--- src/eeprom_pkg.sv ---
// Purpose: shared constants and types of the serial eeprom program control
// Assumes: three-wire serial link, self-timed nonvolatile cycle
// Notes:   field values follow the instruction frame layout
`default_nettype none
package eeprom_pkg;
	localparam int START_BITS = 1;
	localparam int OP_BITS    = 2;
	localparam int LEAD_BITS  = 2;
	localparam int HDR_BITS   = START_BITS + OP_BITS;
	localparam int BYTE_BITS  = 8;
	localparam int WORD_BITS  = 16;
	localparam int CNT_W      = 6;
	localparam int TMR_W      = 16;
	localparam int SYNC_W     = 4;

	// sync vector bit positions
	localparam int SY_SDI  = 0;
	localparam int SY_SCLK = 1;
	localparam int SY_CS   = 2;
	localparam int SY_ORG  = 3;

	localparam logic [1:0] OP_EXT   = 2'h0;
	localparam logic [1:0] OP_WRITE = 2'h1;
	localparam logic [1:0] OP_READ  = 2'h2;
	localparam logic [1:0] OP_ERASE = 2'h3;

	// leading address bits under OP_EXT
	localparam logic [1:0] EXT_DIS   = 2'h0;
	localparam logic [1:0] EXT_WRITE_WHOLE_ARRAY  = 2'h1;
	localparam logic [1:0] EXT_ERASE_WHOLE_ARRAY  = 2'h2;
	localparam logic [1:0] EXT_EN    = 2'h3;

	localparam logic [7:0]  ERASED_BYTE = 8'hFF;
	localparam logic [15:0] ERASED_WORD = 16'hFFFF;

	localparam int CLK_NS                = 5;
	localparam int STATUS_VALID_DELAY_NS = 250;
	localparam int WRITE_CYCLE_NS        = 5000;

	typedef logic [CNT_W-1:0] cnt_t;
	typedef logic [TMR_W-1:0] tmr_t;
	typedef logic [SYNC_W-1:0] sync_t;

	typedef enum {EX_IDLE, EX_ERASE, EX_PROG, EX_HOLD} ex_state_t;

	// value to store and how bytes pair into it
	typedef struct packed {
		logic [WORD_BITS-1:0] value;
		logic                 word;
	} cyc_t;
endpackage
`default_nettype wire

--- src/serial_eeprom_program_erase_ctrl.sv ---
// Purpose: program/erase control of a three-wire serial eeprom
// Assumes: pins are asynchronous to CLK and pass two flops
// Notes:   read path is not part of this block
//
// Contract
// - single erase sets every bit of addressed byte or word to one
// - erase starts self-timed cycle at chip select fall after valid address
// - data input sampled on every rising serial clock edge; code samples it only while chip select is high and no cycle is busy
// - chip select falling early or late launches nothing, memory unchanged
// - launched cycle is self-timed, independent of serial clock
// - every write is preceded by automatic erase of the target
// - erase-all takes dummy address, sets every bit to one
// - write-all takes dummy address and data, stores data everywhere
// - busy cycle drives output low while chip select high, after delay
// - data input ignored while busy
// - cycle done and chip select high drives output high
// - ready level held until chip select low or start bit decoded
// - array starts as all ones
// - clock pulses counted from start bit to chip select fall
// - wrong pulse count aborts modifying instruction, memory untouched
// - expected count is start plus two opcode plus address plus data bits
// - modifying instructions disabled at reset until enable instruction
// - write-all coded start one, opcode 00, leading address 01
`timescale 1ns/100ps
`default_nettype none
module serial_eeprom_program_erase_ctrl #(
	parameter int ADDR_W         = 9,
	parameter int WRITE_CYCLE_NS = eeprom_pkg::WRITE_CYCLE_NS
) (
	input  wire logic CLK,
	input  wire logic NRST,
	input  wire logic CS,
	input  wire logic SCLK,
	input  wire logic SDI,
	input  wire logic WORD_SIZE_SELECT,
	output var  logic SDO,
	output var  logic SDO_OE
);
	localparam int SR_W = eeprom_pkg::OP_BITS + ADDR_W
		+ eeprom_pkg::WORD_BITS;
	localparam int NBYTES = 2 ** ADDR_W;
	localparam int CYC_N = (WRITE_CYCLE_NS + eeprom_pkg::CLK_NS - 1)
		/ eeprom_pkg::CLK_NS;
	localparam int DLY_N = (eeprom_pkg::STATUS_VALID_DELAY_NS
		+ eeprom_pkg::CLK_NS - 1) / eeprom_pkg::CLK_NS;
	localparam eeprom_pkg::tmr_t CYC_LAST =
		eeprom_pkg::tmr_t'((CYC_N < 1 ? 1 : CYC_N) - 1);
	localparam eeprom_pkg::cnt_t DLY_MAX =
		eeprom_pkg::cnt_t'(DLY_N < 1 ? 1 : DLY_N);
	localparam eeprom_pkg::cnt_t CNT_MAX = '1;
	localparam eeprom_pkg::cnt_t HDR_CNT =
		eeprom_pkg::cnt_t'(eeprom_pkg::HDR_BITS);
	localparam eeprom_pkg::cnt_t LEAD_CNT =
		eeprom_pkg::cnt_t'(eeprom_pkg::HDR_BITS + eeprom_pkg::LEAD_BITS);
	localparam eeprom_pkg::cnt_t AB_BYTE = eeprom_pkg::cnt_t'(ADDR_W);
	localparam eeprom_pkg::cnt_t AB_WORD = eeprom_pkg::cnt_t'(ADDR_W - 1);
	localparam eeprom_pkg::cnt_t DB_BYTE =
		eeprom_pkg::cnt_t'(eeprom_pkg::BYTE_BITS);
	localparam eeprom_pkg::cnt_t DB_WORD =
		eeprom_pkg::cnt_t'(eeprom_pkg::WORD_BITS);

	typedef logic [ADDR_W-1:0] idx_t;
	typedef logic [SR_W-1:0]   sr_t;

	// pin synchronisers
	eeprom_pkg::sync_t sy1_q;
	eeprom_pkg::sync_t sy2_q;
	eeprom_pkg::sync_t prev_q;

	// serial front end
	logic              started_q;
	logic              started_d;
	eeprom_pkg::cnt_t  cnt_q;
	eeprom_pkg::cnt_t  cnt_d;
	sr_t               sr_q;
	sr_t               sr_d;
	logic              en_q;
	logic              en_d;
	logic              rdy_q;
	logic              rdy_d;
	eeprom_pkg::cnt_t  dly_q;
	eeprom_pkg::cnt_t  dly_d;

	// self-timed cycle
	eeprom_pkg::ex_state_t st_q;
	eeprom_pkg::ex_state_t st_d;
	idx_t              idx_q;
	idx_t              idx_d;
	idx_t              lo_q;
	idx_t              hi_q;
	eeprom_pkg::cyc_t  cyc_q;
	eeprom_pkg::tmr_t  tmr_q;
	eeprom_pkg::tmr_t  tmr_d;
	logic [7:0]        mem [NBYTES];

	// decode wires
	wire logic cs       = sy2_q[eeprom_pkg::SY_CS];
	wire logic sdi      = sy2_q[eeprom_pkg::SY_SDI];
	wire logic word     = sy2_q[eeprom_pkg::SY_ORG];
	wire logic clk_rise = sy2_q[eeprom_pkg::SY_SCLK]
		& ~prev_q[eeprom_pkg::SY_SCLK];
	wire logic cs_fall  = prev_q[eeprom_pkg::SY_CS] & ~cs;
	wire logic busy     = st_q != eeprom_pkg::EX_IDLE;
	wire logic shift_en = clk_rise & cs & ~busy;
	wire logic start_det = shift_en & ~started_q & sdi;

	wire eeprom_pkg::cnt_t abits = word ? AB_WORD : AB_BYTE;
	wire eeprom_pkg::cnt_t dbits = word ? DB_WORD : DB_BYTE;
	wire logic [1:0] op_now = 2'(sr_q >> (cnt_q - HDR_CNT));
	wire logic [1:0] lead   = 2'(sr_q >> (cnt_q - LEAD_CNT));
	wire logic is_ext   = op_now == eeprom_pkg::OP_EXT;
	wire logic is_write_whole_array  = is_ext & (lead == eeprom_pkg::EXT_WRITE_WHOLE_ARRAY);
	wire logic is_erase_whole_array  = is_ext & (lead == eeprom_pkg::EXT_ERASE_WHOLE_ARRAY);
	wire logic is_en    = is_ext & (lead == eeprom_pkg::EXT_EN);
	wire logic is_dis   = is_ext & (lead == eeprom_pkg::EXT_DIS);
	wire logic is_write = op_now == eeprom_pkg::OP_WRITE;
	wire logic is_erase = op_now == eeprom_pkg::OP_ERASE;
	wire logic has_data = is_write | is_write_whole_array;
	wire logic is_whole = is_write_whole_array | is_erase_whole_array;
	wire logic is_mod   = is_write | is_erase | is_whole;

	// start + opcode + address + data, exact match or nothing
	wire eeprom_pkg::cnt_t exp_cnt = HDR_CNT + abits
		+ (has_data ? dbits : '0);
	wire logic cnt_ok = started_q & (cnt_q == exp_cnt);
	wire logic frame_ok = cs_fall & ~busy & cnt_ok;
	wire logic launch   = frame_ok & en_q & is_mod;

	wire sr_t  addr_sh  = has_data ? (sr_q >> dbits) : sr_q;
	wire idx_t addr_b   = idx_t'(addr_sh);
	wire idx_t word_lo  = {addr_b[ADDR_W-2:0], 1'b0};
	wire idx_t first_ix = is_whole ? '0 : (word ? word_lo : addr_b);
	wire idx_t last_ix  = is_whole ? '1
		: (word ? (word_lo | idx_t'(1)) : addr_b);
	wire logic [15:0] data_in = word ? sr_q[15:0]
		: {8'h00, sr_q[7:0]};
	wire logic [15:0] value_in = has_data ? data_in
		: eeprom_pkg::ERASED_WORD;

	wire logic [7:0] prog_byte = (cyc_q.word & idx_q[0])
		? cyc_q.value[15:8] : cyc_q.value[7:0];
	wire logic pass_end = idx_q == hi_q;
	wire logic tmr_done = tmr_q >= CYC_LAST;
	wire logic cyc_done = (st_q == eeprom_pkg::EX_HOLD) & tmr_done;
	wire logic stat_ok  = cs & (dly_q == DLY_MAX);

	always_ff @(posedge CLK or negedge NRST)
	begin
		if (!NRST)
		begin
			sy1_q  <= '0;
			sy2_q  <= '0;
			prev_q <= '0;
		end
		else
		begin
			sy1_q  <= {WORD_SIZE_SELECT, CS, SCLK, SDI};
			sy2_q  <= sy1_q;
			prev_q <= sy2_q;
		end
	end

	// serial shift and pulse count
	always_comb
	begin
		started_d = started_q;
		cnt_d     = cnt_q;
		sr_d      = sr_q;
		if (!cs)
		begin
			started_d = 1'b0;
			cnt_d     = '0;
			sr_d      = '0;
		end
		else if (start_det)
		begin
			started_d = 1'b1;
			cnt_d     = eeprom_pkg::cnt_t'(eeprom_pkg::START_BITS);
		end
		else if (shift_en & started_q)
		begin
			// saturate so an overrun never wraps back onto a legal count
			cnt_d = (cnt_q == CNT_MAX) ? cnt_q : cnt_q + 1'b1;
			sr_d  = {sr_q[SR_W-2:0], sdi};
		end
	end

	// enable latch, ready flag, status delay
	always_comb
	begin
		en_d = en_q;
		if (frame_ok & is_en)
			en_d = 1'b1;
		else if (frame_ok & is_dis)
			en_d = 1'b0;
		rdy_d = rdy_q;
		if (cyc_done)
			rdy_d = 1'b1;
		else if ((cs_fall & ~busy) | start_det)
			rdy_d = 1'b0;
		dly_d = dly_q;
		if (!cs)
			dly_d = '0;
		else if (dly_q != DLY_MAX)
			dly_d = dly_q + 1'b1;
	end

	// self-timed cycle: erase pass, program pass, hold to full time
	always_comb
	begin
		st_d  = st_q;
		idx_d = idx_q;
		tmr_d = tmr_done ? tmr_q : tmr_q + 1'b1;
		unique case (st_q)
			eeprom_pkg::EX_IDLE:
			begin
				tmr_d = '0;
				if (launch)
				begin
					st_d  = eeprom_pkg::EX_ERASE;
					idx_d = first_ix;
				end
			end
			eeprom_pkg::EX_ERASE:
			begin
				idx_d = pass_end ? lo_q : idx_q + 1'b1;
				if (pass_end)
					st_d = eeprom_pkg::EX_PROG;
			end
			eeprom_pkg::EX_PROG:
			begin
				idx_d = idx_q + 1'b1;
				if (pass_end)
					st_d = eeprom_pkg::EX_HOLD;
			end
			eeprom_pkg::EX_HOLD:
				if (tmr_done)
					st_d = eeprom_pkg::EX_IDLE;
		endcase
	end

	always_ff @(posedge CLK or negedge NRST)
	begin
		if (!NRST)
		begin
			started_q <= 1'b0;
			cnt_q     <= '0;
			sr_q      <= '0;
			en_q      <= 1'b0;
			rdy_q     <= 1'b0;
			dly_q     <= '0;
		end
		else
		begin
			started_q <= started_d;
			cnt_q     <= cnt_d;
			sr_q      <= sr_d;
			en_q      <= en_d;
			rdy_q     <= rdy_d;
			dly_q     <= dly_d;
		end
	end

	always_ff @(posedge CLK or negedge NRST)
	begin
		if (!NRST)
		begin
			st_q  <= eeprom_pkg::EX_IDLE;
			idx_q <= '0;
			tmr_q <= '0;
		end
		else
		begin
			st_q  <= st_d;
			idx_q <= idx_d;
			tmr_q <= tmr_d;
		end
	end

	// command latched once at launch; clock may stop afterwards
	always_ff @(posedge CLK or negedge NRST)
	begin
		if (!NRST)
		begin
			lo_q  <= '0;
			hi_q  <= '0;
			cyc_q <= '0;
		end
		else if (launch)
		begin
			lo_q  <= first_ix;
			hi_q  <= last_ix;
			cyc_q <= '{value: value_in, word: word};
		end
	end

	// as-shipped contents; array is not touched by reset
	initial
	begin
		for (int i = 0; i < NBYTES; i++)
			mem[i] = eeprom_pkg::ERASED_BYTE;
	end

	// plain always: the initial block above also writes the array
	always @(posedge CLK)
	begin
		if (st_q == eeprom_pkg::EX_ERASE)
			mem[idx_q] <= eeprom_pkg::ERASED_BYTE;
		else if (st_q == eeprom_pkg::EX_PROG)
			mem[idx_q] <= prog_byte;
	end

	// status on the data output; silent while an instruction shifts in
	always_ff @(posedge CLK or negedge NRST)
	begin
		if (!NRST)
		begin
			SDO    <= 1'b0;
			SDO_OE <= 1'b0;
		end
		else
		begin
			SDO    <= ~busy;
			SDO_OE <= stat_ok & (busy | rdy_d);
		end
	end
endmodule
`default_nettype wire

--- config.mk ---
export PLATFORM = sky130hd
export DESIGN_NAME = serial_eeprom_program_erase_ctrl
export DESIGN_NICKNAME = d
export VERILOG_FILES = /design/src/eeprom_pkg.sv /design/src/serial_eeprom_program_erase_ctrl.sv
export SDC_FILE = /design/constraint.sdc
export NUM_CORES = 1
export LEC_CHECK = 0
export ABC_AREA = 1
export BUFFER_PORTS_ARGS = -buffer_cell sky130_fd_sc_hd__buf_2
export CELL_PAD_IN_SITES_DETAIL_PLACEMENT = 2
export CELL_PAD_IN_SITES_GLOBAL_PLACEMENT = 2
export CORE_UTILIZATION = 27
export DETAILED_ROUTE_END_ITERATION = 12
export GPL_TIMING_DRIVEN = 0
export PLACE_DENSITY_LB_ADDON = 0.1
export SLEW_MARGIN = 25
export SYNTH_ARGS = -nofsm -noshare
export SYNTH_HDL_FRONTEND = slang
export SYNTH_SLANG_ARGS = --single-unit
--- constraint.sdc ---
create_clock -name CLK -period 5 [get_ports CLK]
set_input_delay 0.75 -clock CLK [delete_from_list [all_inputs] [get_ports CLK]]
set_output_delay 0.75 -clock CLK [all_outputs]
set_load 0.005 [all_outputs]
Word level (Yosys, flattened, before mapping)
Cells that the tools add are included.
{"block": "word_totals", "out_inout_bits": 2, "in_bits": 6, "register_bits": 130, "word_cells": 127}
{"block": "op_classes", "order_cmp": 1, "n_shift": 3, "n_bitwise": 31, "eq_ne": 25, "n_mux": 33, "n_reduce_logical": 10, "addsub": 8}
{"operator": "32-bit two-way mux", "n": 4}
{"operator": "32-bit one-hot mux with 4 select lines", "n": 1}
{"operator": "27-bit two-way mux", "n": 3}
{"operator": "32-bit by 2-bit == test with 1-bit output (second input constant)", "n": 2}
{"operator": "9-bit two-way mux", "n": 7}
{"operator": "27-bit by 6-bit >> shifter with 2-bit output", "n": 2}
{"operator": "6-bit two-way mux", "n": 6}
{"operator": "32-bit by 1-bit == test with 1-bit output (second input constant)", "n": 1}
{"operator": "32-bit by 3-bit == test with 1-bit output (second input constant)", "n": 1}
{"operator": "32-bit logical NOT", "n": 1}
{"operator": "16-bit two-way mux", "n": 2}
{"operator": "32-bit nonzero test", "n": 1}
{"operator": "9-bit one-hot mux with 3 select lines", "n": 1}
{"operator": "27-bit by 5-bit >> shifter with 9-bit output", "n": 1}
{"operator": "1-bit bitwise AND", "n": 21}
{"operator": "16-bit by 1-bit adder with 16-bit output (second input constant)", "n": 1}
{"operator": "16-bit by 10-bit greater-or-equal comparator with 1-bit output (second input constant)", "n": 1}
{"operator": "6-bit by 1-bit adder with 6-bit output (second input constant)", "n": 2}
{"operator": "6-bit == test (second input constant)", "n": 2}
{"operator": "5-bit two-way mux", "n": 2}
{"operator": "2-bit != test (second input constant)", "n": 5}
{"operator": "9-bit by 1-bit adder with 9-bit output (second input constant)", "n": 1}
{"operator": "9-bit == test", "n": 1}
{"operator": "2-bit by 1-bit != test with 1-bit output (second input constant)", "n": 4}
{"operator": "other kinds (18)", "n": 38}

Depth between registers and ports, before layout
Gate-level depths: netlist of the first run.
{"block": "logic_depth", "ltp_word": 14, "depth_mapped": 31, "depth_no_buf": 27}

Worst setup path before layout of the first run
Ideal clock, no wire load.
{"block": "synth_timing", "kind": "register -> register", "startpoint": "reg cnt_q[0]", "endpoint": "reg hi_q[0]", "setup_ns": 0.117, "t_required_ns": 4.883, "slack_ns": 1.226, "path_stages_with_launch": 31, "period_less_slack_ns": 3.774, "path_buffers": 6, "arrival_time_ns": 3.658, "path_cell_list": "dfrtp_1 -> buf_4 -> inv_4 -> buf_6 -> ha_1 -> buf_2 -> inv_2 -> buf_4 -> o211ai_1 -> nand3_1 -> inv_1 -> nor2_1 -> nor2_1 -> nor2_2 -> nand2_2 -> nand2_4 -> nand2_2 -> buf_2 -> nor2_1 -> ha_1 -> a22oi_1 -> o2111ai_1 -> nor4_1 -> nand2_1 -> inv_1 -> nand3_4 -> inv_2 -> buf_4 -> nand2_1 -> o21ai_1 -> inv_2"}
{"block": "synth_via", "elab_chain_len": 12, "word_cells_on_any_way": 25, "cone_classes": "3 x add/sub; 5 x eq/ne; 2 x shift; 4 x mux; 10 x bitwise; 1 x reduce/logical"}
{"element": "start, declared", "line": "serial_eeprom_program_erase_ctrl.sv:73", "text": "eeprom_pkg::cnt_t cnt_q;"}
{"element": "start signal, assigned", "line": "serial_eeprom_program_erase_ctrl.sv:256", "text": "cnt_q <= cnt_d;"}
{"element": "6-bit by 3-bit subtractor with 6-bit output / 6-bit by 2-bit subtractor with 6-bit output (equally long branches)", "line": "serial_eeprom_program_erase_ctrl.sv:110, serial_eeprom_program_erase_ctrl.sv:109"}
{"element": "27-bit by 6-bit >> shifter with 2-bit output, on equally long branches", "line": "serial_eeprom_program_erase_ctrl.sv:110, serial_eeprom_program_erase_ctrl.sv:109"}
{"element": "2-bit by 1-bit == test with 1-bit output / 2-bit logical NOT (equally long branches)", "line": "serial_eeprom_program_erase_ctrl.sv:112, serial_eeprom_program_erase_ctrl.sv:111"}
{"element": "1-bit bitwise AND", "line": "serial_eeprom_program_erase_ctrl.sv:112", "text": "wire logic is_write_whole_array = is_ext & (lead == eeprom_pkg::EXT_WRITE_WHOLE_ARRAY);"}
{"element": "1-bit OR", "line": "serial_eeprom_program_erase_ctrl.sv:118", "text": "wire logic has_data = is_write | is_write_whole_array;"}
{"element": "5-bit two-way mux", "line": "serial_eeprom_program_erase_ctrl.sv:124", "text": "+ (has_data ? dbits : '0);"}
{"element": "5-bit by 5-bit adder with 6-bit output", "line": "serial_eeprom_program_erase_ctrl.sv:124"}
{"element": "6-bit == test", "line": "serial_eeprom_program_erase_ctrl.sv:125", "text": "wire logic cnt_ok = started_q & (cnt_q == exp_cnt);"}
{"element": "1-bit bitwise AND", "line": "serial_eeprom_program_erase_ctrl.sv:125"}
{"element": "1-bit bitwise AND", "line": "serial_eeprom_program_erase_ctrl.sv:126", "text": "wire logic frame_ok = cs_fall & ~busy & cnt_ok;"}
{"element": "1-bit bitwise AND (2 in series)", "line": "serial_eeprom_program_erase_ctrl.sv:127", "text": "wire logic launch = frame_ok & en_q & is_mod;"}
{"element": "end signal, assigned", "line": "serial_eeprom_program_erase_ctrl.sv:292", "text": "hi_q <= last_ix;"}
{"element": "end, declared", "line": "serial_eeprom_program_erase_ctrl.sv:90", "text": "idx_t hi_q;"}
Several ways; a longest one is shown, not always the timed one.
A chain may end at the register's enable or synchronous reset.

Final worst setup path of the first run
Ends and elaborated chain as after synthesis.

==> results of run 1 <==
[report_power, final]
group	total, mW	internal (mW)	switching [mW]
logic	0.202	0.0582	0.144
registers	0.815	0.807	0.00744
clock network	0.764	0.403	0.360
total	1.78	1.27	0.512
[state kept, by name (all words and copies together) (netlist names), 2 cells and up]
signal and cells:
tmr_q 16, dly_q 6, sy2_q 4, sy1_q 4, sr_q 27, hi_q 9, lo_q 9, st_q 2
cnt_q 6, idx_q 9, prev_q 2
[what timing repair did]
| item | CTS | global route |
|---|---|---|
| setup buffers | 3 | 0 |
| gates resized for setup | 0 | 8 |
| pin swaps | 1 | 2 |
| endpoints found under the setup margin | 2 | 30 |
[per-layer routing]
layer	up-vias	track usage	wire [microns]	share of wire
li1	2731	-	-	-
met1	2865	0.258	9800	0.48
met2	64	0.322	9850	0.48
met3	20	0.0187	553	0.027
met4	0	0.0520	314	0.015
met5	-	0	0	0
[through the flow]
stage          setup slack [ps]   util  instance area (sq um)  instances  power, mW
2_1_floorplan              1230      -                   6020        834      0.946
6_report                    434  0.312                   6800       1140       1.78
3_3_place_gp                199  0.293                   6400       1121       1.02
4_1_cts                    28.0  0.311                   6780       1141       1.81
3_5_place_dp               1.17  0.295                   6440       1122       1.03
5_1_grt                     107  0.312                   6800       1140       1.86
[worst max path at each step]
stage,startpoint,to,slack (ps)
3_3_place_gp,cnt_q[0]$_DFFE_PN0P_,lo_q[1]$_DFFE_PN0P_,200
2_1_floorplan,cnt_q[0]$_DFFE_PN0P_,hi_q[0]$_DFFE_PN0P_,1230
5_1_grt,cnt_q[0]$_DFFE_PN0P_,lo_q[4]$_DFFE_PN0P_,110
3_5_place_dp,cnt_q[0]$_DFFE_PN0P_,lo_q[4]$_DFFE_PN0P_,1
4_1_cts,cnt_q[0]$_DFFE_PN0P_,lo_q[4]$_DFFE_PN0P_,30
6_report,cnt_q[0]$_DFFE_PN0P_,hi_q[0]$_DFFE_PN0P_,430
[cells by family (layout without fill, tap and decap cells)]
group	after synthesis	in the layout	share of synthesized area
DFF	99	99	0.412
AOI/OAI and AO/OA	103	103	0.103
buffers and inverters	133	159	0.0909
and+or+nand+nor	463	463	0.334
adders and majority gates	11	11	0.0229
muxes	3	3	0.00499
xor gates and xnor gates	22	22	0.0333
[cell usage in the layout (no fill, tap or decap), drive strengths merged, types with 5 or more instances in the layout]
cell type,netlist,layout
o22ai,8,8
nand2,278,278
buf,16,24
nor3,7,7
a21oi,24,24
nor2,55,55
clkinv,3,5
o21ai,44,44
nand3,107,107
xor2,18,18
inv,106,109
dfrtp,99,99
ha,11,11
a22oi,20,20
clkbuf,8,19
[worst reg2reg max path: cells and delay by family, from the launching register on]
family / cells / cell delay (ps)
and+or+nand+nor: 14 / 1660
buffers and inverters: 10 / 1560
adders and majority gates: 2 / 500
DFF: 1 / 390
AOI/OAI and AO/OA: 3 / 370
[cell type report]
cell class                      instances  area (sq um)
Fill cell                            2609         15000
Timing Repair Buffer                   11          91.3
Sequential cell                        99          2480
Buffer                                 23           135
Tap cell                              280           350
Clock inverter                          7          93.8
Inverter                              109           420
Multi-Input combinational cell        602          3010
Clock buffer                            9           225
==> results.yml, run 1 <==
status:
  outcome: "completed"
place:
  hpwl_microns: 16000
  place.gp.congestion: 0.833
  port_buffers: 7
clock_network:
  cts_tree: "built"
  clock_sinks: 99
  cts_made_buffers: 9
  cts_buffer_depth: 2
  root_buffer: "clkbuf_16"
  clk_pin_slew_ps: 80
  htreeDepth: 3
  clk_latency_ps: 360
  hold_buffers: 0
synth:
  netlist_area_sq_um: 6020
  async_reset_ff_frac: 1.00
  yosys.area.top_type: "dfrtp_1"
  synth_cells: 834
  syn_area_per_cell_sq_um: 7.21
  netlist.area_leader.share: 0.412
  ys_seq_area_frac: 0.412
  synth.most_common_cell: "nand2_1"
  ys_seq_elements: 99
  synthFlopType: "dfrtp_1"
  synth_top_cells_by_count: "263 x nand2_1, 105 x nand3_1, 99 x dfrtp_1, 96 x inv_1, 53 x nor2_1"
  synth.area.top_cells: "dfrtp_1 41%, nand2_1 16%, nand3_1 8.7%, inv_1 6.0%, nor2_1 3.3%"
  synth_edf_count: 0
  ys_warn_count: 0
  synth.net_count: 851
  synth_cell_types: 45
routing:
  drc: 0
  detail_route.wl_per_cell_microns: 18.0
  wirelength_microns: 20500
  routed-via-count: 5680
  first_pass_iters: 4
  vias_per_cell: 4.98
  antenna_left: 0
  drtIter0Drc: 183
critical_path:
  r2r-start: "cnt_q[0]$_DFFE_PN0P_"
  crit_required_ps: 5250
  startpoint_type: "register"
  ff2ff_path_depth: 29
  critPathTopFamily: "simple AND/OR/NAND/NOR gates"
  crit_buf_inv: 10
  slowest_stage: "dfrtp_1"
  cp.arrival_ps: 4820
  rrSetupSlack_ps: 430
  cp_num_cells: 29
  crit_path_frequent_cell: "nand2_1"
  endpoint_kind: "register"
  reg2reg_to: "hi_q[0]$_DFFE_PN0P_"
  cp_max_fo: 16
  cp_slowest_stage_delay_ps: 390
  crit_type: "reg -> reg"
sta:
  fmax_mhz: 219
  hold_ws_ps: 313
  hold_violations: 0
  setup-violations-final: 0
  fin_crit_sh: 0.913
  rsz0062_at_grt: "no"
  maxSlewHeadroom: 0.611
  fin_crit_ps: 4570
  clock_skew_ps: 14.1
  drv_slew: 0
  tightest_slew_ps: 583
  final.setup.tns_ps: 0
global_routing:
  grt_max_degree: 54
  grt_pass1_vias: 6149
  grt_antenna_before_repair: 0
  grtUsageTotal: 0.191
  grt_pass1_wl_microns: 33300
  grt-ovfl-total: 0
floorplan:
  coreArea_sq_um: 21800
  die-area_sq_um: 22900
  start_util: 0.276
  row_count: 54
  dieHeight_microns: 151
  die_w_microns: 151
  pin_count: 8
cells_and_area:
  drive_gt1_frac: 0.0895
  synthToLayoutAreaGrowth_pct: 13.0
  nNetsFinal: 872
  antennaDiodeCount: 0
power:
  worst_ir_drop_vdd_mv: 0.133
  p_leak_nw: 3.37
  power.density_nw_per_um2: 262
worst_hold_path:
  hp-class: "in -> async"
run:
  maxCapViolations: 0
(Power assumes the default switching activity.)
==> run 2, diff against run 1 <==
Settings changed: CORE_UTILIZATION 27 to 37.
==> run 2 against run 1 <==
Against the previous run:
- non-clock buffer count shrank 1
- clock power shrank 1%
- clock-buffer cell count stayed put
- die area shrank 27%
- via count increased by 0.86%
- wire length decreased by 1.9%
- critical path depth fell by 1
- sequential cell count stayed put
- global-route usage increased by 6.9 points
- sequential share of layout area rose by 0.54 points
- register-to-register slack improved by 60 ps
==> results.yml, run 2 (synthesis gave the netlist of run 1 again) <==
floorplan:
  pin_count: 8
  row_count: 46
  coreArea_sq_um: 15900
  start_util: 0.379
  die_w_microns: 130
  die-area_sq_um: 16800
  dieHeight_microns: 130
worst_hold_path:
  hp-class: "in -> async"
power:
  sw_frac_of_total: 0.283
  p_int_mw: 1.27
  p_sw_mw: 0.502
  p_leak_nw: 3.37
  worst_ir_drop_vdd_mv: 0.178
  seq_power_share: 0.460
  p_comb_frac: 0.113
  p_clk_frac: 0.426
  power.density_nw_per_um2: 264
critical_path:
  cp_slowest_stage_delay_ps: 390
  critPathTopFamily: "simple AND/OR/NAND/NOR gates"
  cp_max_fo: 16
  crit_required_ps: 5250
  endpoint_kind: "register"
  slowest_stage: "dfrtp_1"
  crit_path_frequent_cell: "nand2_2"
  r2r-start: "cnt_q[0]$_DFFE_PN0P_"
  reg2reg_to: "idx_q[8]$_DFFE_PN0P_"
  ff2ff_path_depth: 28
  crit_buf_inv: 8
  rrSetupSlack_ps: 490
  cp.arrival_ps: 4750
  crit_type: "reg -> reg"
  startpoint_type: "register"
sta:
  maxSlewHeadroom: 0.616
  fin_crit_sh: 0.901
  hold_violations: 0
  hold_ws_ps: 303
  finalWorstSetupSlack_ps: 493
  final.setup.tns_ps: 0
  clock_skew_ps: 11.4
  setup-violations-final: 0
  fin_crit_ps: 4510
  tightest_slew_ps: 577
  fmax_mhz: 222
  rsz0062_at_grt: "no"
  drv_slew: 0
routing:
  antenna_left: 0
  first_pass_iters: 4
  wirelength_microns: 20100
  routed-via-count: 5729
  drtIter0Drc: 268
  detail_route.wl_per_cell_microns: 18.7
  vias_per_cell: 5.33
  drc: 0
place:
  place.gp.congestion: 0.870
  port_buffers: 7
  dpl_cell_area_sq_um: 6360
  pre_cts_ws_ps: 220
  hpwl_microns: 15400
clock_network:
  clk_latency_ps: 360
  clk_pin_slew_ps: 80
  cts_tree: "built"
  htreeDepth: 3
  root_buffer: "clkbuf_16"
  clock_sinks: 99
  cts_buffer_depth: 2
  cts_made_buffers: 9
  hold_buffers: 0
cells_and_area:
  drive_gt1_frac: 0.0873
  layout.cells.most_common: "nand2_1"
  largestRegisters: "sr_q x27, tmr_q x16"
  nNetsFinal: 871
  largest_register: "sr_q"
  antennaDiodeCount: 0
  synthToLayoutAreaGrowth_pct: 11.3
  largest_register_ffs: 27
  fillCellCount: 1915
  layout_common_cells: "263 x nand2_1, 105 x nand3_1, 99 x dfrtp_1"
  postLayoutCellArea_sq_um: 6700
  final_util: 0.422
run:
  maxCapViolations: 0
status:
  outcome: "completed"
global_routing:
  grt_pass1_vias: 6325
  grt_pass1_wl_microns: 33300
  grtUsageTotal: 0.260
  grt_antenna_before_repair: 0
  grt-ovfl-total: 0
  grt_max_degree: 56
## run 2: cell count changes in the layout (fill, tap and decap cells not counted), sizes merged
cell	previous run	this run
clkbuf	19	18
clkinvlp	1	0
inv	109	110
## run 2: worst reg2reg max path, delay by kind of cell (launching register included)
kind	cells	cell delay (ps)
AO/OA/AOI/OAI	3	410
buffers and inverters	8	1210
adder cells (fa/ha/maj)	2	520
flip-flops	1	390
AND/OR/NAND/NOR	15	1860
## run 2: worst max path at each step
| stage | startpoint | to | slack, ps | cells past startpoint |
|---|---|---|---|---|
| 2_1_floorplan | cnt_q[0]$_DFFE_PN0P_ | hi_q[0]$_DFFE_PN0P_ | 1230 | 30 |
| 3_3_place_gp | cnt_q[0]$_DFFE_PN0P_ | lo_q[1]$_DFFE_PN0P_ | 330 | 28 |
| 3_5_place_dp | cnt_q[0]$_DFFE_PN0P_ | lo_q[4]$_DFFE_PN0P_ | 220 | 27 |
| 4_1_cts | cnt_q[0]$_DFFE_PN0P_ | lo_q[4]$_DFFE_PN0P_ | 180 | 28 |
| 5_1_grt | cnt_q[0]$_DFFE_PN0P_ | idx_q[8]$_DFFE_PN0P_ | 50 | 28 |
| 6_report | cnt_q[0]$_DFFE_PN0P_ | idx_q[8]$_DFFE_PN0P_ | 490 | 28 |
## run 2: stage by stage
step	power, mW	cells
final	1.77	1075
after global routing	1.83	1075
after global placement	1.01	1057
after floorplan	0.946	834
after detailed placement	1.03	1058
after CTS	1.79	1074
## run 2: final cells by class
cell class / count / area, sq um / share of cell area
Sequential cell: 99 / 2480 / 0.370
Inverter: 109 / 420 / 0.0628
Multi-Input combinational cell: 602 / 3000 / 0.447
Clock buffer: 9 / 225 / 0.0336
Buffer: 23 / 133 / 0.0198
Clock inverter: 7 / 93.8 / 0.0140
Tap cell: 216 / 270 / 0.0403
Timing Repair Buffer: 10 / 83.8 / 0.0125
## run 2: routing by layer
metal | GRT usage | vias up | part of all wire
li1 | - | 2712 | -
met3 | 0.0314 | 19 | 0.033
met5 | 0 | - | 0
met1 | 0.349 | 2922 | 0.47
met4 | 0.0629 | 0 | 0.013
met2 | 0.444 | 76 | 0.49
## run 2: power groups by stage
stage                     Clock (mW)  Combinational (mW)  Sequential (mW)
after CTS                      0.773               0.198            0.815
after floorplan                    0               0.119            0.828
after global placement             0               0.184            0.830
after detailed placement           0               0.197            0.831
final                          0.755               0.201            0.815
after global routing           0.794               0.221            0.816
## run 2: what timing repair did
action | in CTS | in global routing
endpoints found under the setup margin | 0 | 30
gates resized for setup | 0 | 6
setup buffers | 0 | 2
==> run 3, diff against run 2 <==
Settings changed: BUFFER_PORTS_ARGS -buffer_cell sky130_fd_sc_hd__buf_2 to unset, CORE_UTILIZATION 37 to 38, DONT_BUFFER_PORTS set to 1.
==> run 3 against run 2 <==
Against the previous run:
- clock skew increased by 4.3 ps
- sequential power about the same
- global-route usage increased by 0.48 points
- wire length is 0.83% lower
- combinational power down 10%
- worst setup slack got worse by 50 ps
- non-clock buffer count decreased by 8
- fmax decreased by 1.1%
- cell area fell by 1.5%
- clock-buffer cell count is the same
- register-to-register slack got worse by 50 ps
- sequential cell count is the same
- largest cell class unchanged
==> results.yml, run 3 (synthesis gave the netlist of run 1 again) <==
routing:
  first_pass_iters: 4
  wirelength_microns: 20000
  routed-via-count: 5648
  vias_per_cell: 5.32
  detail_route.wl_per_cell_microns: 18.8
  drc: 0
  drtIter0Drc: 273
  antenna_left: 0
run:
  maxCapViolations: 0
cells_and_area:
  largest_register: "sr_q"
  multi_input_area_sq_um: 3000
  regArea_sq_um: 2480
  nNetsFinal: 863
  fillCellCount: 1849
  largestRegisters: "sr_q x27, tmr_q x16"
  layout_common_cells: "263 x nand2_1, 105 x nand3_1, 99 x dfrtp_1"
  layout.cells.most_common: "nand2_1"
  antennaDiodeCount: 0
  largest_register_ffs: 27
  synthToLayoutAreaGrowth_pct: 9.65
  fin_cells: 1062
  drive_gt1_frac: 0.0787
place:
  hpwl_microns: 15300
  port_buffers: 0
  pre_cts_ws_ps: 193
  place_inst: 1045
  place.gp.congestion: 0.864
clock_network:
  root_buffer: "clkbuf_16"
  cts_made_buffers: 9
  clk_latency_ps: 360
  clock_sinks: 99
  cts_tree: "built"
  cts_buffer_depth: 2
  hold_buffers: 0
  htreeDepth: 3
  clk_pin_slew_ps: 80
sta:
  tightest_slew_ps: 575
  hold_violations: 0
  setup-violations-final: 0
  rsz0062_at_grt: "no"
  maxSlewHeadroom: 0.617
  drv_slew: 0
  fin_crit_sh: 0.911
  clock_skew_ps: 15.7
  fin_crit_ps: 4560
  fmax_mhz: 219
  finalWorstSetupSlack_ps: 444
  final.setup.tns_ps: 0
power:
  power.density_nw_per_um2: 257
  worst_ir_drop_vdd_mv: 0.184
  p_leak_nw: 3.31
floorplan:
  dieHeight_microns: 128
  coreArea_sq_um: 15300
  start_util: 0.393
  pin_count: 8
  die-area_sq_um: 16300
  row_count: 45
  die_w_microns: 128
critical_path:
  cp.arrival_ps: 4810
  ff2ff_path_depth: 29
  crit_buf_inv: 11
  rrSetupSlack_ps: 440
  crit_required_ps: 5250
  cp_num_cells: 29
  slowest_stage: "dfrtp_1"
  startpoint_type: "register"
  r2r-start: "cnt_q[0]$_DFFE_PN0P_"
  cp_max_fo: 10
  critPathLaunch: "cnt_q[0]$_DFFE_PN0P_"
  endpoint_kind: "register"
  critPathTopFamily: "buffers and inverters"
  crit_path_frequent_cell: "nand3_1"
  cp_slowest_stage_delay_ps: 380
  crit_type: "reg -> reg"
global_routing:
  grt_antenna_before_repair: 0
  grtUsageTotal: 0.264
  grt_max_degree: 100
  grt-ovfl-total: 0
  grt_pass1_wl_microns: 33200
  grt_pass1_vias: 6359
worst_hold_path:
  hp-class: "in -> async"
status:
  outcome: "completed"
==> run 3: changes by cell type in the layout (fill, tap and decap cells not counted), sizes merged <==
| cell | before | now |
|---|---|---|
| bufinv | 1 | 0 |
| clkbuf | 18 | 20 |
| buf | 24 | 14 |
| inv | 110 | 111 |
==> run 3: final timing paths <==
path                                   endpoint
max                         hi_q[0]$_DFFE_PN0P_
min                        sr_q[12]$_DFFE_PN0P_
max reg2reg                 hi_q[0]$_DFFE_PN0P_
min reg2reg                  sy2_q[3]$_DFF_PN0_
max in group asynchronous  sr_q[22]$_DFFE_PN0P_
min in group CLK             sy2_q[3]$_DFF_PN0_
==> run 3: final cells by class <==
class	count	area share
multi-input cells	602	0.454
flip-flops and latches	99	0.375
inverters	109	0.0637
well taps	211	0.0400
clock buffers	9	0.0341
plain buffers	24	0.0216
clock inverters	7	0.00986
repair buffers	1	0.00114
==> run 3: through the flow <==
step	hold slack [ps]	total power [mW]	util	area [sq um]
global placement	336	0.994	0.410	6280
floorplan	331	0.946	-	6020
global route	66.9	1.75	0.431	6600
CTS	65.6	1.71	0.429	6570
detailed placement	336	1.01	0.410	6280
finish	80.3	1.69	0.431	6600
==> run 3: layer usage <==
layer  track usage  vias to the layer above  wire length, microns
met3        0.0434                       29                   618
li1              -                     2710                     -
met5             0                        -                     0
met1         0.339                     2831                  9080
met4        0.0879                        0                   403
met2         0.452                       78                  9850
==> run 3: timing repair <==
action / CTS / global route
hold endpoints to repair: 0 / 0
gates resized for setup: 0 / 7
setup endpoints to repair: 0 / 29
setup buffers: 0 / 1
==> run 3: power breakdown <==
group	switching, mW	internal [mW]
Sequential	0.00733	0.808
Clock	0.347	0.352
Combinational	0.126	0.0545
Total	0.481	1.21
